$ cat src/logic/tpc_pkg.sv
// tpc_pkg: constants for the timer output pin control block
// assumes a single 100 MHz clock domain and an APB register slave
// Overview of operation
// - the software one-shot trigger bit always reads back as zero
// - writing one to the one-shot trigger clears, restarts counter and starts one pulse
// - one-shot mode select: zero successive pulses, one single pulse; setting it restarts counter
// - one-shot pulses work in free-running and external-edge clear-and-start modes
// - no one-shot pulse is produced in compare-0 clear-and-start mode
// - match-1 inversion enable set toggles output on each compare-1 match while one-shot mode select is zero
// - match-1 interrupt pulses on every compare-1 match regardless of inversion enable
// - match-0 inversion enable set toggles output on each compare-0 match while one-shot mode select is zero
// - match-0 interrupt pulses on every compare-0 match regardless of inversion enable
// - channels zero and one allow only the software one-shot trigger
// - level triggers: 00 no change, 01 force low, 10 force high, 11 prohibited
// - level bits are one-time triggers; clearing them leaves the output unchanged
// - level trigger bits always read back as zero
// - output disabled holds the pin low; enabled pin follows internal output state
// - reset clears the output control register to all zeros
// - mode 00 stopped and cleared, 01 free-run, 10 edge restart, 11 compare-0 restart
package tpc_pkg;
  localparam logic [11:0] TPC_ADDR_CTRL = 12'h000;
  localparam logic [11:0] TPC_ADDR_MODE = 12'h004;
  localparam logic [11:0] TPC_ADDR_STAT = 12'h008;
  localparam logic [11:0] TPC_ADDR_COUNT = 12'h00C;
  localparam logic [11:0] TPC_ADDR_CMP0 = 12'h010;
  localparam logic [11:0] TPC_ADDR_CMP1 = 12'h014;
  localparam int TPC_REG_COUNT = 6;
  localparam int TPC_IDX_BITS = 3;
  localparam logic [7:0] TPC_CTRL_RESET = 8'h00;
  localparam int TPC_B_OUT_EN = 0;
  localparam int TPC_B_INV0 = 1;
  localparam int TPC_B_LVL_RST = 2;
  localparam int TPC_B_LVL_SET = 3;
  localparam int TPC_B_INV1 = 4;
  localparam int TPC_B_OS_MODE = 5;
  localparam int TPC_B_OS_TRIG = 6;
  localparam logic [7:0] TPC_CTRL_RD_MASK = 8'h33;
  localparam logic [1:0] TPC_MODE_STOP = 2'h0;
  localparam logic [1:0] TPC_MODE_FREE = 2'h1;
  localparam logic [1:0] TPC_MODE_EDGE = 2'h2;
  localparam logic [1:0] TPC_MODE_CMP0 = 2'h3;
  localparam logic [15:0] TPC_CNT_ZERO = 16'h0000;
  localparam logic [15:0] TPC_CNT_ONE = 16'h0001;
  localparam logic [31:0] TPC_RD_ZERO = 32'h00000000;
  typedef enum logic [2:0] {
    TPC_OS_IDLE = 3'b001,
    TPC_OS_WAIT = 3'b010,
    TPC_OS_PULSE = 3'b100
  } tpc_os_state_t;
endpackage

$ cat src/logic/tpc_regs.sv
// tpc_regs: small register store for the compare words
// assumes a single clock and one write port; read data are registered
`timescale 1ns/100ps
`default_nettype none
module tpc_regs #(
  parameter int DEPTH = 4,
  parameter int AW = 2,
  parameter int DW = 16
) (
  // clock and reset
  input wire logic mclk,
  input wire logic rst,
  // write port
  input wire logic wrEn,
  input wire logic [AW-1:0] wrAddr,
  input wire logic [DW-1:0] wrData,
  // read port
  input wire logic [AW-1:0] rdAddr,
  output logic [DW-1:0] rdData
);
  logic [DW-1:0] mem [DEPTH];

  // storage, cleared by reset
  always_ff @(posedge mclk) begin
    if (rst) begin
      for (int i = 0; i < DEPTH; i++) begin
        mem[i] <= '0;
      end
    end else if (wrEn) begin
      mem[wrAddr] <= wrData;
    end
  end

  // registered read
  always_ff @(posedge mclk) begin
    if (rst) begin
      rdData <= '0;
    end else begin
      rdData <= mem[rdAddr];
    end
  end
endmodule
`default_nettype wire

$ cat src/logic/tpc_timer_out.sv
// tpc_timer_out: one timer channel with its output pin control logic
// assumes synchronous inputs on mclk and an APB master with 32-bit data
`timescale 1ns/100ps
`default_nettype none
module tpc_timer_out #(
  parameter int CHANNEL = 4,
  parameter int CW = 16
) (
  // clock and reset
  input wire logic mclk,
  input wire logic rst,
  // apb slave
  input wire logic psel,
  input wire logic penable,
  input wire logic pwrite,
  input wire logic [11:0] paddr,
  input wire logic [31:0] pwdata,
  output logic [31:0] prdata,
  output logic pready,
  output logic pslverr,
  // count tick and external input valid edge
  input wire logic countTick,
  input wire logic extEdge,
  // timer events and pin
  output logic match0_irq,
  output logic match1_irq,
  output logic timer_out_pin
);
  import tpc_pkg::*;

  logic [7:0] timer_output_ctrl;
  logic [1:0] opMode;
  logic [CW-1:0] count_reg;
  logic [CW-1:0] cmp_cap_reg0;
  logic [CW-1:0] cmp_cap_reg1;
  logic outState;
  logic osRestart;
  logic match0;
  logic match1;
  logic wrAccess;
  logic setupRd;
  logic [1:0] memIdx;
  logic [CW-1:0] memRd;
  tpc_os_state_t osState;
  tpc_os_state_t next_osState;

  // word offset decode shared by read and write paths
  function automatic logic hit(input logic [11:0] a, input logic [11:0] r);
    return a == r;
  endfunction

  // true on channels that can make one-shot pulses
  function automatic logic osCapable(input int ch);
    return !(ch == 2 || ch == 3);
  endfunction

  assign wrAccess = psel && penable && pwrite && pready;
  assign setupRd = psel && !penable && !pwrite;
  assign match0 = (opMode != TPC_MODE_STOP) && (count_reg == cmp_cap_reg0);
  assign match1 = (opMode != TPC_MODE_STOP) && (count_reg == cmp_cap_reg1);

  // compare words mirrored in a small memory whose read data memRd go unused
  always_comb begin
    memIdx = 2'h0;
    if (hit(paddr, TPC_ADDR_CMP1)) begin
      memIdx = 2'h1;
    end
  end

  tpc_regs #(
    .DEPTH(4),
    .AW(2),
    .DW(CW)
  ) u_regs (
    .mclk(mclk),
    .rst(rst),
    .wrEn(wrAccess && (hit(paddr, TPC_ADDR_CMP0) || hit(paddr, TPC_ADDR_CMP1))),
    .wrAddr(hit(paddr, TPC_ADDR_CMP1) ? 2'h1 : 2'h0),
    .wrData(pwdata[CW-1:0]),
    .rdAddr(memIdx),
    .rdData(memRd)
  );

  // ready one cycle after setup so registered read data are in place
  always_ff @(posedge mclk) begin
    if (rst) begin
      pready <= 1'b0;
    end else begin
      pready <= psel && !penable;
    end
  end

  // read data captured in the setup cycle; level and one-shot triggers read zero
  always_ff @(posedge mclk) begin
    if (rst) begin
      prdata <= TPC_RD_ZERO;
      pslverr <= 1'b0;
    end else if (psel && !penable) begin
      pslverr <= !(hit(paddr, TPC_ADDR_CTRL) || hit(paddr, TPC_ADDR_MODE)
                   || hit(paddr, TPC_ADDR_STAT) || hit(paddr, TPC_ADDR_COUNT)
                   || hit(paddr, TPC_ADDR_CMP0) || hit(paddr, TPC_ADDR_CMP1));
      prdata <= TPC_RD_ZERO;
      if (setupRd) begin
        if (hit(paddr, TPC_ADDR_CTRL)) begin
          prdata <= {24'h000000, timer_output_ctrl & TPC_CTRL_RD_MASK};
        end else if (hit(paddr, TPC_ADDR_MODE)) begin
          prdata <= {30'h00000000, opMode};
        end else if (hit(paddr, TPC_ADDR_STAT)) begin
          prdata <= {29'h00000000, osState != TPC_OS_IDLE, timer_out_pin, outState};
        end else if (hit(paddr, TPC_ADDR_COUNT)) begin
          prdata <= {{(32-CW){1'b0}}, count_reg};
        end
      end
    end else if (!psel) begin
      pslverr <= 1'b0;
    end
  end

  // compare registers loaded by writes; reads of the compare words return zero
  always_ff @(posedge mclk) begin
    if (rst) begin
      cmp_cap_reg0 <= '0;
      cmp_cap_reg1 <= '0;
    end else if (wrAccess && hit(paddr, TPC_ADDR_CMP0)) begin
      cmp_cap_reg0 <= pwdata[CW-1:0];
    end else if (wrAccess && hit(paddr, TPC_ADDR_CMP1)) begin
      cmp_cap_reg1 <= pwdata[CW-1:0];
    end
  end

  // output control register; trigger bits store the write but read as zero
  always_ff @(posedge mclk) begin
    if (rst) begin
      timer_output_ctrl <= TPC_CTRL_RESET;
    end else if (wrAccess && hit(paddr, TPC_ADDR_CTRL)) begin
      timer_output_ctrl <= pwdata[7:0];
      if (!osCapable(CHANNEL)) begin
        timer_output_ctrl[TPC_B_OS_MODE] <= 1'b0;
        timer_output_ctrl[TPC_B_OS_TRIG] <= 1'b0;
      end
    end else begin
      timer_output_ctrl[TPC_B_OS_TRIG] <= 1'b0;
      timer_output_ctrl[TPC_B_LVL_SET] <= 1'b0;
      timer_output_ctrl[TPC_B_LVL_RST] <= 1'b0;
    end
  end

  // operating mode
  always_ff @(posedge mclk) begin
    if (rst) begin
      opMode <= TPC_MODE_STOP;
    end else if (wrAccess && hit(paddr, TPC_ADDR_MODE)) begin
      opMode <= pwdata[1:0];
    end
  end

  // one-shot restart: software trigger, or mode select rising to one
  always_comb begin
    osRestart = 1'b0;
    if (wrAccess && hit(paddr, TPC_ADDR_CTRL) && osCapable(CHANNEL)
        && opMode != TPC_MODE_STOP) begin
      osRestart = pwdata[TPC_B_OS_TRIG];
      if (pwdata[TPC_B_OS_MODE] && !timer_output_ctrl[TPC_B_OS_MODE]) begin
        osRestart = 1'b1;
      end
    end
  end

  // counter with mode-dependent clear and start
  always_ff @(posedge mclk) begin
    if (rst) begin
      count_reg <= TPC_CNT_ZERO;
    end else begin
      case (opMode)
        TPC_MODE_STOP: count_reg <= TPC_CNT_ZERO;
        TPC_MODE_FREE: begin
          if (osRestart) begin
            count_reg <= TPC_CNT_ZERO;
          end else if (countTick) begin
            count_reg <= count_reg + TPC_CNT_ONE;
          end
        end
        TPC_MODE_EDGE: begin
          if (osRestart || (extEdge && !(CHANNEL == 0 || CHANNEL == 1))) begin
            count_reg <= TPC_CNT_ZERO;
          end else if (countTick) begin
            count_reg <= count_reg + TPC_CNT_ONE;
          end
        end
        TPC_MODE_CMP0: begin
          if (osRestart || (match0 && countTick)) begin
            count_reg <= TPC_CNT_ZERO;
          end else if (countTick) begin
            count_reg <= count_reg + TPC_CNT_ONE;
          end
        end
        default: count_reg <= TPC_CNT_ZERO;
      endcase
    end
  end

  // one-shot sequencer: wait for compare 0 to go high, compare 1 to go low
  always_comb begin
    next_osState = osState;
    case (osState)
      TPC_OS_IDLE: begin
        if (osRestart && opMode != TPC_MODE_CMP0) begin
          next_osState = TPC_OS_WAIT;
        end
      end
      TPC_OS_WAIT: begin
        if (match0 && countTick) begin
          next_osState = TPC_OS_PULSE;
        end
      end
      TPC_OS_PULSE: begin
        if (match1 && countTick) begin
          next_osState = TPC_OS_IDLE;
        end
      end
      default: next_osState = TPC_OS_IDLE;
    endcase
    if (opMode == TPC_MODE_STOP || opMode == TPC_MODE_CMP0) begin
      next_osState = TPC_OS_IDLE;
    end
  end

  always_ff @(posedge mclk) begin
    if (rst) begin
      osState <= TPC_OS_IDLE;
    end else begin
      osState <= next_osState;
    end
  end

  // internal output state; level triggers first, then match inversions
  always_ff @(posedge mclk) begin
    if (rst) begin
      outState <= 1'b0;
    end else if (wrAccess && hit(paddr, TPC_ADDR_CTRL)
                 && pwdata[TPC_B_LVL_SET] != pwdata[TPC_B_LVL_RST]) begin
      outState <= pwdata[TPC_B_LVL_SET];
    end else if (timer_output_ctrl[TPC_B_OS_MODE] && osCapable(CHANNEL)) begin
      if (osState == TPC_OS_WAIT && match0 && countTick) begin
        outState <= 1'b1;
      end else if (osState == TPC_OS_PULSE && match1 && countTick) begin
        outState <= 1'b0;
      end
    end else if (countTick) begin
      outState <= outState
                  ^ (match0 && timer_output_ctrl[TPC_B_INV0])
                  ^ (match1 && timer_output_ctrl[TPC_B_INV1]);
    end
  end

  // pin level taken from the internal output state
  function automatic logic next_pin(input logic s);
    return s;
  endfunction

  // pin gated by the output enable
  always_ff @(posedge mclk) begin
    if (rst) begin
      timer_out_pin <= 1'b0;
    end else begin
      timer_out_pin <= timer_output_ctrl[TPC_B_OUT_EN] ? next_pin(outState) : 1'b0;
    end
  end

  // match interrupts, one pulse per match tick
  always_ff @(posedge mclk) begin
    if (rst) begin
      match0_irq <= 1'b0;
      match1_irq <= 1'b0;
    end else begin
      match0_irq <= match0 && countTick;
      match1_irq <= match1 && countTick;
    end
  end
endmodule
`default_nettype wire

$ cat config.mk
export PLATFORM = sky130hd
export DESIGN_NAME = tpc_timer_out
export DESIGN_NICKNAME = d
export VERILOG_FILES = /design/src/logic/tpc_pkg.sv /design/src/logic/tpc_regs.sv /design/src/logic/tpc_timer_out.sv
export SDC_FILE = /design/constraint.sdc
export NUM_CORES = 1
export LEC_CHECK = 0
export ABC_CLOCK_PERIOD_IN_PS = 4400
export BUFFER_PORTS_ARGS = -buffer_cell sky130_fd_sc_hd__buf_4
export CAP_MARGIN = 15
export CORE_UTILIZATION = 59
export CTS_BUF_LIST = sky130_fd_sc_hd__clkbuf_8
export DETAILED_ROUTE_END_ITERATION = 10
export MAX_ROUTING_LAYER = met4
export PLACE_DENSITY = 0.95
export SLEW_MARGIN = 20
export SYNTH_ARGS = -nofsm -noshare
export SYNTH_HDL_FRONTEND = slang
export SYNTH_SLANG_ARGS = --single-unit
$ cat constraint.sdc
create_clock -name mclk -period 4.4 [get_ports mclk]
set_input_delay 0.66 -clock mclk [delete_from_list [all_inputs] [get_ports mclk]]
set_output_delay 0.66 -clock mclk [all_outputs]
set_load 0.01 [all_outputs]
==> impl_metrics.csv <==
group,metric,value,unit
yosys,async_flop_share,0,%
cts,root_buffer,"clkbuf_8",
sta,fin_crit_sh,59.5,%
cts,h-tree-depth,3,
cts,cts-buffers-inserted,9,
cts,cts_setup_buffers,0,
drt,vias,3350,
global_route,globalRouteOverflowTotal,0,
sta,tightest_slew,0.775,ns
cts,cts_tree,"done",
power,clockPowerShare,41.6,%
cts,cts_resized,0,
sta,rsz0062_at_grt,"false",
setup_path,slowest_stage,"dfxtp_1",
global_route,antenna_found_initial,0,
sta,fin_ws,1.78,ns
sta,finClkSkew,0.0123,ns
power,power_switching,328,uW
place,io_buffers,55,
global_route,grt_pass1_wl,14900,um
hold_path,hp-class,"reg -> reg",
yosys,ys_seq_elements,79,
place,hpwl,6440,um
power,switching_share,24.5,%
power,irDropWorstVdd,324,uV
yosys,yosys-top-cells-area,"dfxtp_1 (41%), nand2_1 (7.4%), xor2_1 (6.8%)",
cells_and_area,drive_gt1_share,17.6,%
cells_and_area,nNetsFinal,546,
power,intPower,1010,uW
setup_path,start_kind,"register",
yosys,ys_types,50,
sta,layout_min_cycle_time,2.62,ns
power,total_power,1340,uW
drt,ant_nets,0,
setup_path,critPathKind,"reg -> reg",
power,power.density,311,nW/um2
die,die_y,83.2,um
drt,wl_per_cell,16.4,um
place,pre_cts_ws,1.45,ns
sta,clock.fmax,0.382,GHz
power,p_leak,0.00169,uW
yosys,synthDominantCellAreaShare,40.7,%
yosys,syn_inst,454,
yosys,yosysTopAreaCell,"dfxtp_1",
die,fp.dieArea,6920,um2
yosys,ys_warn_count,0,
cts,clock_path_buffers,2,
place,place_area,4100,um2
yosys,postSynthAreaPerCell,8.57,um2
sta,hold_viol,0,
power,p_comb_share,4.9,%
setup_path,crit_fanout,8,
drt,drt-vias-per-instance,5.87,
die,fp-row-count,29,
drt,drt_iter0_markers,294,
sta,finalSetupTns,0,ns
die,core_area,6350,um2
cells_and_area,area_delta_synth_final,10.6,%
cts,cts.sinks,79,
drt,drtPass1Iterations,5,
yosys,ys_seq_area_share,40.7,%
global_route,grt_max_degree,63,
cts,cts_hold_buf,0,
drt,drc_errors,0,
setup_path,cp-end-kind,"register",
sta,setup_viol,0,
yosys,synth_most_common_cell,"dfxtp_1",
cts,clock_latency,0.37,ns
sta,slew_viol_final,0,
run_status,status,"finished, final reports clean",
place,globalplace.congestion,0.924,
setup_path,cp.required,4.66,ns
yosys,synth-edff-count,0,
drt,drt_wl_total,9370,um
yosys,yosys_most_used_dff,"dfxtp_1",
yosys,yosys-top-cells-count,"dfxtp_1 (79), nand2_1 (77), nor2_1 (55), a21oi_1 (37), xor2_1 (30)",
global_route,grt_pass1_vias,3198,
setup_path,crit_path_cell_trace,"xnor2_1 > nand4_1 > nor4_1 > nand3_1 > o41ai_1 > nor3b_1 > a21oi_1",
cells_and_area,design_area,4300,um2
job,maxCapViolations,0,
die,die_x,83.2,um
die,ioPinCount,88,
die,initial_core_util,61.3,%
global_route,grt_usage,28.3,%
sta,max_slew_margin,48.2,%
yosys,syn_area,3890,um2
cells_and_area,n_antenna_cell,0,
power,seqPwrFrac,53.5,%
setup_path,arrival,2.88,ns
setup_path,cp_slowest_stage_delay,0.58,ns
cts,clk_pin_slew,0.08,ns
-- logic make-up after synthesis --
logic type | after synthesis | share of synthesized area, %
DFF | 79 | 40.7
other | 1 | 0.0964
and+or+nand+nor | 189 | 23.1
adders and majority gates | 6 | 1.93
AOI/OAI and AO/OA | 65 | 10.5
muxes | 10 | 2.67
buffers and inverters | 56 | 10.3
xor gates and xnor gates | 48 | 10.8
-- routing by layer --
metal	vias to the layer above	track usage (%)	share of wire, %
li1	1556	-	-
met2	210	43.1	48
met4	0	19.1	4.7
met3	43	6.46	8.8
met5	-	-	0
met1	1541	33.3	38
-- per-stage QoR --
stage,hold slack [ns],utilization (%),std cells
detailed placement,0.456,64.5,555
global placement,0.448,64.5,555
CTS,0.472,67.7,571
floorplan,0.420,-,469
global route,0.496,67.8,571
finish,0.468,67.8,571
-- power groups by stage --
stage	logic [uW]	clock network (uW)	registers, uW
2_1_floorplan	48.0	0	734
3_3_place_gp	62.5	0	733
3_5_place_dp	64.0	0	733
4_1_cts	64.4	558	716
5_1_grt	70.2	596	717
6_report	65.8	558	716
-- layout make-up --
| cell class | instances | area, um2 |
|---|---|---|
| Inverter | 9 | 33.8 |
| Clock buffer | 9 | 124 |
| Clock inverter | 7 | 81.3 |
| Multi-Input combinational cell | 334 | 1970 |
| Fill cell | 473 | 2050 |
| Timing Repair Buffer | 56 | 420 |
| Sequential cell | 79 | 1580 |
| Tap cell | 77 | 96.3 |
-- placed cells by master, fill, tap and decap left out, drive strengths merged, types with 3 or more instances in the layout --
| master | synthesis | layout |
|---|---|---|
| clkinv | 0 | 4 |
| a222oi | 3 | 3 |
| nor2 | 56 | 56 |
| a21oi | 37 | 37 |
| nand3 | 13 | 13 |
| inv | 9 | 11 |
| nand2 | 77 | 77 |
| conb | 1 | 16 |
| and3 | 3 | 3 |
| ha | 6 | 6 |
| xor2 | 30 | 30 |
| nand4 | 11 | 11 |
| a22oi | 13 | 13 |
| nor4 | 9 | 9 |
| a211oi | 3 | 3 |
| nand2b | 4 | 4 |
| xnor2 | 18 | 18 |
| buf | 35 | 56 |
| mux2i | 7 | 7 |
| mux2 | 3 | 3 |
| clkbuf | 12 | 9 |
| dfxtp | 79 | 79 |
-- final timing paths --
| check | cells past startpoint | slack [ns] | to | from |
|---|---|---|---|---|
| hold / removal | 2 | 0.47 | timer_out_pin | outState |
| setup reg to reg | 7 | 1.78 | outState | count_reg[0] |
| setup / recovery | 7 | 1.78 | outState | count_reg[0] |
| hold reg to reg | 2 | 0.47 | timer_out_pin | outState |
-- critical path, delay by kind of cell (launching register included) --
kind | cells | cell delay (ns)
compound gates | 2 | 0.54
simple gates | 4 | 1.17
flops | 1 | 0.58
xor+xnor | 1 | 0.22
(Power assumes the default switching activity.)
